## src/include/lfwt_pkg.sv

```systemverilog
// lfwt_pkg: constants, timing tables and state type for the wake timer block
// assumes a 25 MHz system clock and a 32 kHz oscillator tick derived from it
package lfwt_pkg;

    // clock rates
    localparam int SYS_HZ       = 25_000_000;
    localparam int OSC_HZ       = 32_000;
    localparam int DIV_CYCLES   = SYS_HZ / OSC_HZ;
    localparam int TICKS_PER_MS = OSC_HZ / 1000;

    // counter width in oscillator ticks
    localparam int CNT_W = 11;

    // timeouts, printed figure and tick count
    localparam int IDLE_MS      = 16;
    localparam int NOISE_MS     = 32;
    localparam int SETTLE_US    = 3500;
    localparam int IDLE_TICKS   = IDLE_MS * TICKS_PER_MS;
    localparam int NOISE_TICKS  = NOISE_MS * TICKS_PER_MS;
    localparam int SETTLE_TICKS = 115;

    localparam logic [CNT_W-1:0] IDLE_LAST   = CNT_W'(IDLE_TICKS - 1);
    localparam logic [CNT_W-1:0] NOISE_LAST  = CNT_W'(NOISE_TICKS - 1);
    localparam logic [CNT_W-1:0] SETTLE_LAST = CNT_W'(SETTLE_TICKS - 1);
    localparam logic [CNT_W-1:0] CNT_ZERO    = {CNT_W{1'b0}};
    localparam logic [CNT_W-1:0] CNT_ONE     = CNT_W'(1);

    // header select codes
    localparam logic [1:0] SEL_00 = 2'h0;
    localparam logic [1:0] SEL_01 = 2'h1;
    localparam logic [1:0] SEL_10 = 2'h2;
    localparam logic [1:0] SEL_11 = 2'h3;

    localparam int CHANNELS = 3;

    typedef enum logic [2:0] {
        LFWT_STANDBY,
        LFWT_SETTLE,
        LFWT_HDR_WAIT,
        LFWT_HDR_HIGH,
        LFWT_HDR_LOW,
        LFWT_PASS,
        LFWT_FAIL
    } lfwt_state_t;

    function automatic logic [CNT_W-1:0] ms_ticks(input int ms);
        ms_ticks = CNT_W'(ms * TICKS_PER_MS);
    endfunction

    // minimum header high time
    function automatic logic [CNT_W-1:0] high_ticks(input logic [1:0] hsel);
        unique case (hsel)
            SEL_00:  high_ticks = ms_ticks(1);
            SEL_01:  high_ticks = ms_ticks(2);
            default: high_ticks = ms_ticks(4);
        endcase
    endfunction

    // minimum header low time
    function automatic logic [CNT_W-1:0] low_ticks(input logic [1:0] lsel);
        unique case (lsel)
            SEL_10:  low_ticks = ms_ticks(2);
            SEL_11:  low_ticks = ms_ticks(4);
            default: low_ticks = ms_ticks(1);
        endcase
    endfunction

    // maximum header period
    function automatic logic [CNT_W-1:0] period_ticks(input logic [1:0] hsel,
                                                      input logic [1:0] lsel);
        logic [1:0] h;
        h = (hsel == SEL_11) ? SEL_10 : hsel;
        unique case ({h, lsel})
            {SEL_00, SEL_10}: period_ticks = ms_ticks(4);
            {SEL_00, SEL_11}: period_ticks = ms_ticks(6);
            {SEL_01, SEL_10}: period_ticks = ms_ticks(5);
            {SEL_01, SEL_11}: period_ticks = ms_ticks(8);
            {SEL_10, SEL_10}: period_ticks = ms_ticks(8);
            {SEL_10, SEL_11}: period_ticks = ms_ticks(10);
            {SEL_01, SEL_00},
            {SEL_01, SEL_01}: period_ticks = ms_ticks(4);
            {SEL_10, SEL_00},
            {SEL_10, SEL_01}: period_ticks = ms_ticks(6);
            default:          period_ticks = ms_ticks(3);
        endcase
    endfunction

endpackage

```

## src/include/lfwt_tick_if.sv

```systemverilog
// lfwt_tick_if: oscillator run request and tick enable between top and divider
// assumes both ends sit on clk_sys
`timescale 1ns/1ns
`default_nettype none
interface lfwt_tick_if;
    logic run;
    logic tick;

    modport gen  (input run, output tick);
    modport user (output run, input tick);
endinterface
`default_nettype wire

```

## src/hdl/lfwt_tick_gen.sv

```systemverilog
// lfwt_tick_gen: divides clk_sys down to a one-cycle 32 kHz tick enable
// assumes run is low while the oscillator is powered down
`timescale 1ns/1ns
`default_nettype none
module lfwt_tick_gen #(
    parameter int DIV = lfwt_pkg::DIV_CYCLES
) (
    // clock and reset
    input  wire logic   clk_sys,
    input  wire logic   reset_n,
    // tick link
    lfwt_tick_if.gen    tk
);
    localparam int DW = $clog2(DIV);
    localparam logic [DW-1:0] DIV_LAST = DW'(DIV - 1);

    logic [DW-1:0] div_q;
    logic [DW-1:0] div_d;
    logic          tick_q;
    logic          tick_d;

    // divider stops and clears while oscillator is off
    always_comb begin
        div_d  = div_q;
        tick_d = 1'b0;
        if (!tk.run) begin
            div_d = '0;
        end else if (div_q == DIV_LAST) begin
            div_d  = '0;
            tick_d = 1'b1;
        end else begin
            div_d = div_q + DW'(1);
        end
    end

    always_ff @(posedge clk_sys or negedge reset_n) begin
        if (!reset_n) begin
            div_q  <= '0;
            tick_q <= 1'b0;
        end else begin
            div_q  <= div_d;
            tick_q <= tick_d;
        end
    end

    assign tk.tick = tick_q;
endmodule
`default_nettype wire

```

## src/hdl/lfwt_top.sv

```systemverilog
// lfwt_top: idle, noise and gain-settle timers plus header filter gating data out
// assumes all inputs synchronous to clk_sys; rx_in is the OR of channel demod outputs
`timescale 1ns/1ns
`default_nettype none
module lfwt_top #(
    parameter int CH  = lfwt_pkg::CHANNELS,
    parameter int DIV = lfwt_pkg::DIV_CYCLES
) (
    // clock and reset
    input  wire logic          clk_sys,
    input  wire logic          reset_n,
    // receiver inputs
    input  wire logic          rx_in,
    input  wire logic [CH-1:0] chan_sig,
    // microcontroller side
    input  wire logic          cs_n,
    input  wire logic [CH-1:0] chan_en,
    input  wire logic          filter_en,
    input  wire logic [1:0]    high_time_select,
    input  wire logic [1:0]    low_time_select,
    // outputs
    output logic               demod_data_out,
    output logic               alert_n,
    output logic               noise_timeout_flag,
    output logic [CH-1:0]      wake_chan,
    output logic               soft_reset,
    output logic               standby,
    output logic               osc_run
);
    localparam int W = lfwt_pkg::CNT_W;

    lfwt_tick_if tk ();

    lfwt_tick_gen #(
        .DIV (DIV)
    ) u_tick (
        .clk_sys (clk_sys),
        .reset_n (reset_n),
        .tk      (tk.gen)
    );

    lfwt_pkg::lfwt_state_t st_q;
    lfwt_pkg::lfwt_state_t st_d;
    logic [W-1:0]          tmr_q;
    logic [W-1:0]          tmr_d;
    logic [W-1:0]          idle_q;
    logic [W-1:0]          idle_d;
    logic [W-1:0]          noise_q;
    logic [W-1:0]          noise_d;
    logic                  rx_q;
    logic                  alarm_q;
    logic                  alarm_d;
    logic [CH-1:0]         wake_q;
    logic [CH-1:0]         wake_d;
    logic                  data_q;
    logic                  data_d;
    logic                  soft_q;
    logic                  soft_d;

    logic                  tick;
    logic                  rise;
    logic                  fall;
    logic                  idle_on;
    logic                  noise_on;
    logic [W-1:0]          hi_min;
    logic [W-1:0]          lo_min;
    logic [W-1:0]          per_max;

    assign tick    = tk.tick;
    assign tk.run  = (st_q != lfwt_pkg::LFWT_STANDBY);
    assign rise    = rx_in & ~rx_q;
    assign fall    = ~rx_in & rx_q;
    assign hi_min  = lfwt_pkg::high_ticks(high_time_select);
    assign lo_min  = lfwt_pkg::low_ticks(low_time_select);
    assign per_max = lfwt_pkg::period_ticks(high_time_select, low_time_select);
    assign idle_on = (st_q != lfwt_pkg::LFWT_STANDBY)
                   && (st_q != lfwt_pkg::LFWT_SETTLE);
    assign noise_on = filter_en && idle_on
                    && (st_q != lfwt_pkg::LFWT_PASS);

    // header filter, timers and status
    always_comb begin
        st_d    = st_q;
        tmr_d   = tmr_q;
        idle_d  = idle_q;
        noise_d = noise_q;
        alarm_d = alarm_q;
        wake_d  = wake_q;
        soft_d  = 1'b0;

        unique case (st_q)
            lfwt_pkg::LFWT_STANDBY: begin
                if (rx_in) begin
                    st_d  = lfwt_pkg::LFWT_SETTLE;
                    tmr_d = lfwt_pkg::CNT_ZERO;
                end
            end
            lfwt_pkg::LFWT_SETTLE: begin
                if (tick) begin
                    tmr_d = tmr_q + lfwt_pkg::CNT_ONE;
                    if (tmr_q == lfwt_pkg::SETTLE_LAST) begin
                        tmr_d = lfwt_pkg::CNT_ZERO;
                        if (rx_in) begin
                            wake_d = chan_en & chan_sig;
                            st_d   = filter_en ? lfwt_pkg::LFWT_HDR_WAIT
                                               : lfwt_pkg::LFWT_PASS;
                        end else begin
                            soft_d = 1'b1;
                        end
                    end
                end
            end
            lfwt_pkg::LFWT_HDR_WAIT: begin
                if (rise) begin
                    st_d  = lfwt_pkg::LFWT_HDR_HIGH;
                    tmr_d = lfwt_pkg::CNT_ZERO;
                end else if (tick) begin
                    tmr_d = tmr_q + lfwt_pkg::CNT_ONE;
                    if (tmr_q == per_max) begin
                        st_d = lfwt_pkg::LFWT_FAIL;
                    end
                end
            end
            lfwt_pkg::LFWT_HDR_HIGH: begin
                if (fall) begin
                    tmr_d = lfwt_pkg::CNT_ZERO;
                    if (tmr_q >= hi_min && tmr_q <= per_max) begin
                        st_d = lfwt_pkg::LFWT_HDR_LOW;
                    end else begin
                        st_d = lfwt_pkg::LFWT_FAIL;
                    end
                end else if (tick) begin
                    tmr_d = tmr_q + lfwt_pkg::CNT_ONE;
                    if (tmr_q == per_max) begin
                        st_d = lfwt_pkg::LFWT_FAIL;
                    end
                end
            end
            lfwt_pkg::LFWT_HDR_LOW: begin
                if (rise) begin
                    tmr_d = lfwt_pkg::CNT_ZERO;
                    if (tmr_q >= lo_min && tmr_q <= per_max) begin
                        st_d = lfwt_pkg::LFWT_PASS;
                    end else begin
                        st_d = lfwt_pkg::LFWT_FAIL;
                    end
                end else if (tick) begin
                    tmr_d = tmr_q + lfwt_pkg::CNT_ONE;
                    if (tmr_q == per_max) begin
                        st_d = lfwt_pkg::LFWT_FAIL;
                    end
                end
            end
            lfwt_pkg::LFWT_PASS: begin
                st_d = lfwt_pkg::LFWT_PASS;
            end
            lfwt_pkg::LFWT_FAIL: begin
                st_d = lfwt_pkg::LFWT_FAIL;
            end
        endcase

        // idle timer
        if ((rx_in != rx_q) || !cs_n) begin
            idle_d = lfwt_pkg::CNT_ZERO;
        end else if (tick && idle_on) begin
            idle_d = idle_q + lfwt_pkg::CNT_ONE;
            if (idle_q == lfwt_pkg::IDLE_LAST) begin
                soft_d = 1'b1;
            end
        end

        // noise timer; chip select clear loses to a same-cycle expiry
        if (!cs_n) begin
            alarm_d = 1'b0;
        end
        if (tick && noise_on && noise_q == lfwt_pkg::NOISE_LAST) begin
            alarm_d = 1'b1;
            noise_d = lfwt_pkg::CNT_ZERO;
        end else if (!cs_n || !filter_en || st_q == lfwt_pkg::LFWT_PASS) begin
            noise_d = lfwt_pkg::CNT_ZERO;
        end else if (tick && noise_on) begin
            noise_d = noise_q + lfwt_pkg::CNT_ONE;
        end

        // soft reset returns state and timers to standby; alarm and wake bits hold
        if (soft_d) begin
            st_d    = lfwt_pkg::LFWT_STANDBY;
            tmr_d   = lfwt_pkg::CNT_ZERO;
            idle_d  = lfwt_pkg::CNT_ZERO;
            noise_d = lfwt_pkg::CNT_ZERO;
        end

        data_d = (st_d == lfwt_pkg::LFWT_PASS) && rx_in;
    end

    always_ff @(posedge clk_sys or negedge reset_n) begin
        if (!reset_n) begin
            st_q    <= lfwt_pkg::LFWT_STANDBY;
            tmr_q   <= '0;
            idle_q  <= '0;
            noise_q <= '0;
            rx_q    <= 1'b0;
            alarm_q <= 1'b0;
            wake_q  <= '0;
            data_q  <= 1'b0;
            soft_q  <= 1'b0;
        end else begin
            st_q    <= st_d;
            tmr_q   <= tmr_d;
            idle_q  <= idle_d;
            noise_q <= noise_d;
            rx_q    <= rx_in;
            alarm_q <= alarm_d;
            wake_q  <= wake_d;
            data_q  <= data_d;
            soft_q  <= soft_d;
        end
    end

    // outputs
    assign demod_data_out     = data_q;
    assign alert_n            = ~alarm_q;
    assign noise_timeout_flag = alarm_q;
    assign wake_chan          = wake_q;
    assign soft_reset         = soft_q;
    assign standby            = (st_q == lfwt_pkg::LFWT_STANDBY);
    assign osc_run            = tk.run;
endmodule
`default_nettype wire

```

## config.mk

```make
export PLATFORM = sky130hd
export DESIGN_NAME = lfwt_top
export DESIGN_NICKNAME = d
export VERILOG_FILES = /design/src/include/lfwt_pkg.sv /design/src/include/lfwt_tick_if.sv /design/src/hdl/lfwt_tick_gen.sv /design/src/hdl/lfwt_top.sv
export SDC_FILE = /design/constraint.sdc
export NUM_CORES = 1
export LEC_CHECK = 0
export BUFFER_PORTS_ARGS = -buffer_cell sky130_fd_sc_hd__buf_2
export CAP_MARGIN = 25
export CELL_PAD_IN_SITES_DETAIL_PLACEMENT = 1
export CELL_PAD_IN_SITES_GLOBAL_PLACEMENT = 1
export CORE_MARGIN = 1
export CORE_UTILIZATION = 40
export DETAILED_ROUTE_END_ITERATION = 8
export PLACE_DENSITY = 0.69
export SYNTH_ARGS = -nofsm -noshare
export SYNTH_HDL_FRONTEND = slang
export SYNTH_HIERARCHICAL = 1
export SYNTH_SLANG_ARGS = --single-unit
```

## constraint.sdc

```tcl
create_clock -name clk_sys -period 1.85 [get_ports clk_sys]
set_input_delay 0.37 -clock clk_sys [delete_from_list [all_inputs] [get_ports clk_sys]]
set_output_delay 0.37 -clock clk_sys [all_outputs]
set_load 0.01 [all_outputs]
```

[Yosys cells after proc, flatten, opt, wreduce, memory -nomap -nowiden]
Memories as Yosys holds them, arrays and structs flattened.
Cells that the tools add are included.
Word-level totals
  register bits: 54
  latch bits: 0
  bits in writable memories: 0
  ROM bits: 64
  input bits: 15
  output and inout port bits: 9
  word-level logic and storage cells: 115
  memories: 1
Cells by class
  $add $sub $neg: 4
  $mul: 0
  div/mod/pow operators: 0
  order comparisons: 3
  equality and inequality tests: 22
  shift-type cells: 0
  multiplexer cells: 45
  bitwise operators: 6
  reductions and logical operators: 23
Memories
  (no name shown): depth 16, width 4, rd ports 1, clocked after memory_dff 0, wr ports 0, line lfwt_pkg.sv:73  | unique case ({h, lsel})
Operators with widths (count)
  two-way mux 11 bit: 14
  one-hot mux 11 bit (4 select lines): 1
  adder 11 x 1 -> 11 bit, second input constant: 3
  two-way mux 3 bit: 11
  one-hot mux 8 bit (2 select lines): 2
  greater-or-equal comparator 11 bit: 2
  one-hot mux 3 bit (7 select lines): 1
  two-way mux 10 bit: 2
  equality test 3 bit, second input constant: 4
  equality test 11 x 10 -> 1 bit, second input constant: 1
  equality test 11 bit: 1
  equality test 11 x 7 -> 1 bit, second input constant: 1
  equality test 11 x 9 -> 1 bit, second input constant: 1
  <= comparator 11 bit: 1
  two-way mux 1 bit: 11
  adder 10 x 1 -> 10 bit, second input constant: 1
  equality test 10 bit, second input constant: 1
  logical AND 1 bit: 9
  equality test 2 bit, second input constant: 3
  equality test 3 x 2 -> 1 bit, second input constant: 2
  two-way mux 2 bit: 3
  != test 3 x 2 -> 1 bit, second input constant: 2
  nonzero test 3 bit: 2
  nonzero test 5 bit: 1
  other kinds (17): 23

[Depth between registers and ports, before layout]
Gate-level depths: netlist of the first run.
An unclocked memory read counts as a cell.
  word-level depth: 11
  gate-level depth with buffers: 11
  depth with buffers taken out: 11

[Cells and area by module]
Netlist of the first run, hierarchy kept.
By module, submodules not included
  lfwt_top: instances 1, cells each 321, area each 2825.2 sq um, seq. area each 1076.0 sq um
  lfwt_tick_gen: instances 1, cells each 53, area each 563.0 sq um, seq. area each 275.3 sq um

[Worst setup path before layout of the first run]
OpenSTA, ideal clock, no wires.
  path kind: input -> register
  start: input high_time_select[1]
  end: register st_q[0]
  library setup time: 0.094 ns
  data arrival time: 1.937 ns
  data required time: 1.756 ns
  slack: -0.181 ns
  stages: 10
  path buffers: 0
  path through: inv_1 nand2_1 nand2_1 o31ai_1 ha_1 a2111o_1 o21ai_0 a32oi_1 and3_1 a211oi_1
Between the ends
  word-level cells in the longest chain between the ends: 9
  elaborated cells between the ends (all ways): 14
  classes of those cells: 1 x order compare; 2 x eq/ne; 9 x mux; 1 x reduce/logical; 1 x memory
Ends and longest elaborated chain
  start: declaration: line lfwt_top.sv:19  | input wire logic [1:0] high_time_select,
  equality test 2 bit: line lfwt_pkg.sv:72  | h = (hsel == SEL_11) ? SEL_10 : hsel;
  two-way mux 2 bit *: line lfwt_pkg.sv:72
  memory read (16 x 4 bit) *
  <= comparator 11 bit or equality test 11 bit (tied branches)
  logical AND 1 bit or two-way mux 3 bit (tied branches)
  two-way mux 2 bit or two-way mux 3 bit (tied branches): line lfwt_top.sv:142, lfwt_top.sv:117
  two-way mux 3 bit (on tied branches): line lfwt_top.sv:140, lfwt_top.sv:114, lfwt_top.sv:125
  one-hot mux 3 bit (7 select lines) *: line lfwt_top.sv:91  | unique case (st_q)
  two-way mux 3 bit *: line lfwt_top.sv:186  | if (soft_d) begin
  named net st_d[0]: line lfwt_top.sv:43  | lfwt_pkg::lfwt_state_t st_d;
  end signal: assignment: line lfwt_top.sv:198  | st_q <= lfwt_pkg::LFWT_STANDBY;
  end signal: assignment: line lfwt_top.sv:208  | st_q <= st_d;
  end: declaration: line lfwt_top.sv:42  | lfwt_pkg::lfwt_state_t st_q;
Mark *: on every way through the listed nets, which the timed path passes. The rest lies on a longest branch.
A chain may end at the register's enable or synchronous reset.

[Final worst setup path of the first run]
  start: register rx_q
  end: register tmr_q[5]
Between the ends
  word-level cells in the longest chain between the ends: 5
  elaborated cells between the ends (all ways): 14
  classes of those cells: 3 x eq/ne; 5 x mux; 3 x bitwise; 3 x reduce/logical
Ends and longest elaborated chain
  start: declaration: line lfwt_top.sv:50  | logic rx_q;
  start signal: assignment: line lfwt_top.sv:212  | rx_q <= rx_in;
  != test 1 bit or inverter 1 bit (tied branches): line lfwt_top.sv:163, lfwt_top.sv:71
  logical OR 1 bit or bitwise AND 1 bit (tied branches): line lfwt_top.sv:163, lfwt_top.sv:71
  two-way mux 1 bit or two-way mux 11 bit (tied branches): line lfwt_top.sv:163, lfwt_top.sv:114
  != test 3 x 2 -> 1 bit (no line) (tied with other cells)
  AND reduction 3 bit (no line) or two-way mux 11 bit (tied branches)
  end signal: assignment: line lfwt_top.sv:209  | tmr_q <= tmr_d;
  end: declaration: line lfwt_top.sv:44  | logic [W-1:0] tmr_q;
Several ways; a longest one is shown, not always the timed one.

==> impl_metrics.csv, run 1 <==
group,metric,value,unit
synthesis,synth-seq-cells,54,
placement,dpl.hpwl,7.32,mm
final_layout,syn2layout_area_growth,40.0,%
clocking,ctsHoldBuffers,0,
synthesis,netlist.area_leader.share,0.399,
synthesis,syn_area,3390,um2
critical_path,critPathCaptureType,"register",
clocking,clock_latency,310,ps
die,pin_count,24,
hold_path,min_path_type,"input port to async pin",
clocking,root_buffer,"clkbuf_8",
routing,drt_iter0_markers,118,
critical_path,worstPathArrival,2270,ps
routing,avgViaCountPerCell,5.63,
synthesis,ys_seq_area_frac,0.399,
routing,drt_wl_total,11.2,mm
die,num_rows,33,
status,status,"complete, but fails checks",
sta,finalHoldViolations,0,
sta,slew_viol_final,0,
synthesis,synth_ff_type,"dfrtp_1",
routing,dr_wl_met2,5.81,mm
synthesis,synth_warnings,6,
placement,port_buffers,23,
power,ir_drop,0.000598,V
synthesis,synth_largest_area_cell,"dfrtp_1",
routing,firstDrtPassIters,4,
routing,wl_met1,4.61,mm
sta,fin_crit,2060,ps
critical_path,start_kind,"register",
die,fp.dieH,94.0,um
status,violations,"negative setup slack",
critical_path,worstSetupPathType,"register to register",
sta,rsz0062_at_grt,"true",
global_routing,overflow,0,
global_routing,grt_pass1_vias,3612,
die,die_x,94.0,um
clocking,cts_sinks,54,
critical_path,critPathMaxFanout,5,
sta,min_period_over_period,1.12,
clocking,max-clock-path-buffers,2,
final_layout,n_fill_cell,969,
synthesis,synth_area_leaders,"dfrtp_1 40%, ha_1 7.0%, nor2_1 5.1%",
clocking,cts_made_buffers,5,
sta,maxSlewHeadroom,0.777,
routing,ant_nets,0,
routing,remaining_drc_errors,0,
placement,place_ws,-400,ps
global_routing,grt_pass1_wl,17.4,mm
sta,fmax,484,MHz
synthesis,synth_cells,374,
die,start_util,0.412,
synthesis,ys_top_cells_by_count,"54 x dfrtp_1, 46 x nor2_1, 42 x nand2_1, 22 x o21ai_0, 19 x ha_1",
synthesis,synth_cell_types,61,
power,p_leak,0.00218,uW
routing,vias,3307,
routing,wl_met3,424,um
sta,final.setup_skew,11.3,ps
sta,tightest_slew,334,ps
clocking,cts.reportedPaths.clkPinSlew,100,ps
synthesis,yosysMostFrequentCell,"dfrtp_1",
clocking,cts_tree,"built",
clocking,cts_max_level,2,
synthesis,synth_edf_count,0,
global_routing,grt_usage,0.257,
sta,setup_ws,-215,ps
synthesis,synth_area_per_cell,9.06,um2
routing,routed.top_layer,"met4",
flow_run,maxCapViolCount,0,
global_routing,antenna_found_initial,0,
synthesis,synthArstFlopShare,1.00,
die,dieArea,8840,um2
final_layout,n_antenna_cell,0,
final_layout,final_nets,515,
routing,post_drt_wl_per_cell,19.0,um
global_routing,grt_max_degree,55,
critical_path,cp_data_required_time,2060,ps
final_layout,drive_gt1_frac,0.394,
sta,setup_viol,29,
synthesis,synth_nets,408,
die,core_area,8220,um2
placement,gp_congestion,0.839,
power,p_per_area,1070,nW/um2
power,finalPower,5080,uW
per-layer routing:
| layer | track usage | vias to the layer above |
|---|---|---|
| met5 | 0 | - |
| met2 | 0.462 | 85 |
| met4 | 0.0936 | 0 |
| met3 | 0.0332 | 27 |
| li1 | - | 1553 |
| met1 | 0.311 | 1642 |
layout by cell type, fill, tap and decap left out, types with 6 or more instances in the layout:
master	instances
nand3_1	9
o21ai_1	11
and3_1	7
ha_1	14
buf_6	10
xnor2_1	11
nand2_1	38
o21ai_2	7
inv_1	13
a21oi_1	13
o21ai_0	8
dfrtp_2	7
dfrtp_1	47
nand4_1	12
clkbuf_8	6
nor2_1	42
buf_2	23
buf_4	73
xor2_1	10
area by class of cell:
type                       count  area [um2]  share of cell area
clock buffer                   6        82.6              0.0174
clock inverter                 2        60.1              0.0127
inverter                      17        68.8              0.0145
multi-input combinational    296        2240               0.473
sequential                    54        1360               0.287
tap                          105         131              0.0277
timing repair buffer         107         796               0.168
final timing paths:
path	start	to	slack (ps)	cells past startpoint
worst max-delay path	rx_q	tmr_q[5]	-210	7
worst min-delay path	reset_n	tmr_q[5]	40	2
worst max register to register	rx_q	tmr_q[5]	-210	7
worst min register to register	wake_chan[2]	wake_chan[2]	490	2
max in group asynchronous	reset_n	st_q[0]	1520	2
min in group clk_sys	chan_sig[1]	wake_chan[1]	280	3
critical path, cell delays in order (launching register included):
cell	delay, ps
dfrtp_1	430
ha_4	300
nand4bb_1	140
or4_4	490
nand4_4	150
nor2_1	130
a21oi_1	230
o21ai_2	80
kinds of logic after synthesis:
family | Yosys count | share of synthesized area
simple gates | 176 | 0.281
compound gates | 76 | 0.154
flops | 54 | 0.399
buf+inv | 25 | 0.0332
xor+xnor | 21 | 0.0543
fa+ha+maj | 19 | 0.0702
mux | 3 | 0.00886
per-stage QoR:
step / cells / area (um2) / setup TNS [ps] / hold WS [ps] / utilization
6_report: 587 / 4740 / -2730 / 38.9 / 0.577
4_1_cts: 584 / 4560 / -1240 / 54.6 / 0.556
3_3_place_gp: 564 / 4180 / -5750 / 396 / 0.509
3_5_place_dp: 564 / 4180 / -8310 / 394 / 0.509
2_1_floorplan: 374 / 3450 / -66.0 / 74.4 / -
5_1_grt: 587 / 4740 / -5020 / 65.2 / 0.577
where the power goes:
part / leakage [uW] / switching, uW / total (uW) / internal (uW)
Sequential: 0.000726 / 176 / 1480 / 1300
Clock: 0.0000714 / 413 / 991 / 578
Combinational: 0.00138 / 1410 / 2610 / 1200
Total: 0.00218 / 1990 / 5080 / 3080
state kept, by name (all words and copies together) (netlist names):
name                flops
idle_q                 11
noise_q                11
tmr_q                  11
u_tick/div_q           10
st_q                    3
wake_chan               3
demod_data_out          1
noise_timeout_flag      1
rx_q                    1
soft_reset              1
u_tick/tk.tick          1
what timing repair did:
item                                    4_1_cts  5_1_grt
cloned                                        1        0
pin swaps                                    19       17
endpoints found under the setup margin       42       43
buffers inserted                             11        4
resized for setup                            39       45
(Power assumes the default switching activity.)
==> inputs of run 2 (changes only) <==
Settings changed: CAP_MARGIN 25 to 10, CORE_ASPECT_RATIO set to 2, CORE_UTILIZATION 40 to 42, PLACE_DENSITY 0.69 to 0.72.
==> run 2 against run 1 <==
  * The flow still finishes with violations (negative setup slack)
  * Setup slack worse by 48 ps
  * Utilization up 6.4 points
  * Sequential share of layout area down 1.9 points
  * Cell count down 0.51%
  * Maximum frequency down 2.3%
  * First-iteration DRC count up 9.3%
  * Power up 15%
  * Final area up 6.6%
  * Flip-flop and latch count unchanged
  * Critical endpoint is now st_q[0]
  * Largest cell class unchanged
==> impl_metrics.csv, run 2 (synthesis gave the netlist of run 1 again) <==
group,metric,value,unit
final_layout,final_core_util,0.641,
final_layout,mostFrequentLayoutCells,"63 x buf_4, 51 x dfrtp_1, 37 x nor2_1",
placement,placed_area,4240,um2
sta,rsz0062_at_grt,"true",
routing,remaining_drc_errors,0,
die,num_rows,46,
placement,dpl.hpwl,7.82,mm
status,violations,"negative setup slack",
die,pin_count,24,
routing,avgViaCountPerCell,5.90,
sta,slew_viol_final,0,
routing,ant_nets,0,
die,fp.dieH,129,um
clocking,ctsHoldBuffers,0,
critical_path,crit_family,"simple AND/OR/NAND/NOR gates",
critical_path,slowest_stage,"dfrtp_1",
clocking,cts_made_buffers,5,
global_routing,antenna_found_initial,0,
final_layout,drive_gt1_frac,0.430,
final_layout,final_common_cell,"buf_4",
sta,tightest_slew,467,ps
sta,min_period_over_period,1.14,
die,die_x,65.5,um
global_routing,grt_pass1_wl,18.7,mm
final_layout,n_fill_cell,880,
critical_path,worst-path-buf-inv,2,
global_routing,grt_pass1_vias,3825,
power,p_per_area,1160,nW/um2
final_layout,reg.largest.list,"idle_q x11, noise_q x11, tmr_q x11",
power,ir_drop,0.00106,V
power,p_leak,0.00229,uW
hold_path,min_path_type,"input port to async pin",
routing,drt_iter0_markers,129,
global_routing,grt_max_degree,55,
clocking,cts_tree,"built",
critical_path,rr_endpoint,"st_q[0]",
die,start_util,0.430,
global_routing,overflow,0,
die,core_area,7890,um2
final_layout,final_nets,521,
power,finalPower,5860,uW
final_layout,stdcell_count,584,
placement,gp_congestion,0.851,
routing,vias,3445,
placement,dp_cells,560,
critical_path,crit_top_cell,"and3_4",
final_layout,syn2layout_area_growth,49.3,%
die,dieArea,8450,um2
clocking,clock_latency,300,ps
flow_run,maxCapViolCount,0,
critical_path,reg2reg_slack,-260,ps
critical_path,start_kind,"register",
sta,maxSlewHeadroom,0.684,
sta,worst_hold_slack,45.4,ps
critical_path,crit_path_cell_trace,"inv_2, ha_4, nor4b_4, buf_6, and3_4, nand3_2, o21ai_0, and3_4, a211oi_2",
critical_path,crit_cells,9,
clocking,cts_max_level,2,
sta,setup_ws,-263,ps
final_layout,n_antenna_cell,0,
critical_path,critPathCaptureType,"register",
global_routing,grt_usage,0.293,
critical_path,cp_data_required_time,2040,ps
critical_path,worstSetupPathType,"register to register",
critical_path,max_stage_delay,390,ps
clocking,cts_sinks,54,
clocking,max-clock-path-buffers,2,
sta,setup_viol,25,
critical_path,critPathMaxFanout,2,
sta,finalHoldViolations,0,
status,status,"complete, but fails checks",
clocking,root_buffer,"clkbuf_16",
sta,final.setup_skew,10.1,ps
critical_path,r2r_cells,9,
placement,port_buffers,23,
critical_path,worst_r2r_startpoint,"tmr_q[0]",
routing,post_drt_wl_per_cell,22.7,um
sta,fin_crit,2110,ps
routing,firstDrtPassIters,4,
final_layout,final_cell_area,5060,um2
critical_path,worstPathArrival,2300,ps
clocking,cts.reportedPaths.clkPinSlew,80,ps
sta,fmax,473,MHz
routing,drt_wl_total,13.3,mm
## run 2: cell count changes in the layout (fill, tap and decap cells not counted), sizes merged
cell  previous run  this run
buf            107       113
## run 2: worst max-delay path by stage
stage / start / slack [ps] / to
final: tmr_q[0] / -260 / st_q[0]
after detailed placement: low_time_select[0] / -310 / st_q[1]
after global placement: low_time_select[0] / -290 / st_q[1]
after CTS: tmr_q[0] / -90 / demod_data_out
after global routing: tmr_q[0] / -280 / st_q[0]
after floorplan: rx_in / -40 / tmr_q[8]
## run 2: repair_timing
item / CTS / global route
gates resized for setup: 64 / 57
endpoints found under the setup margin: 31 / 28
pin swaps: 26 / 36
setup buffers: 8 / 8
gates cloned: 0 / 1
## run 2: power breakdown
group          total, uW  switching (uW)  internal [uW]
Clock               1280             468            814
Combinational       3080            1630           1450
Sequential          1500             192           1300
## run 2: area by class of cell
type / instances / area, um2 / share of cell area
well taps: 96 / 120 / 0.0238
repair buffers: 113 / 933 / 0.185
clock buffers: 6 / 139 / 0.0275
flip-flops and latches: 54 / 1360 / 0.268
clock inverters: 2 / 60.1 / 0.0119
inverters: 17 / 71.3 / 0.0141
multi-input cells: 296 / 2380 / 0.470
## run 2: per-stage QoR
step                      setup WS, ps  TNS, ps
after floorplan                  -42.9    -66.0
after global placement            -292    -4760
after detailed placement          -312    -6090
after CTS                        -93.5     -588
after global routing              -277    -3730
final                             -263    -2430
## run 2: layer usage
layer	global-route usage	routed length, um	share of wire	up-vias
met1	0.281	4580	0.34	1733
met2	0.556	7540	0.57	87
li1	-	-	-	1561
met5	0	0	0	-
met3	0.0423	308	0.023	64
met4	0.193	857	0.065	0
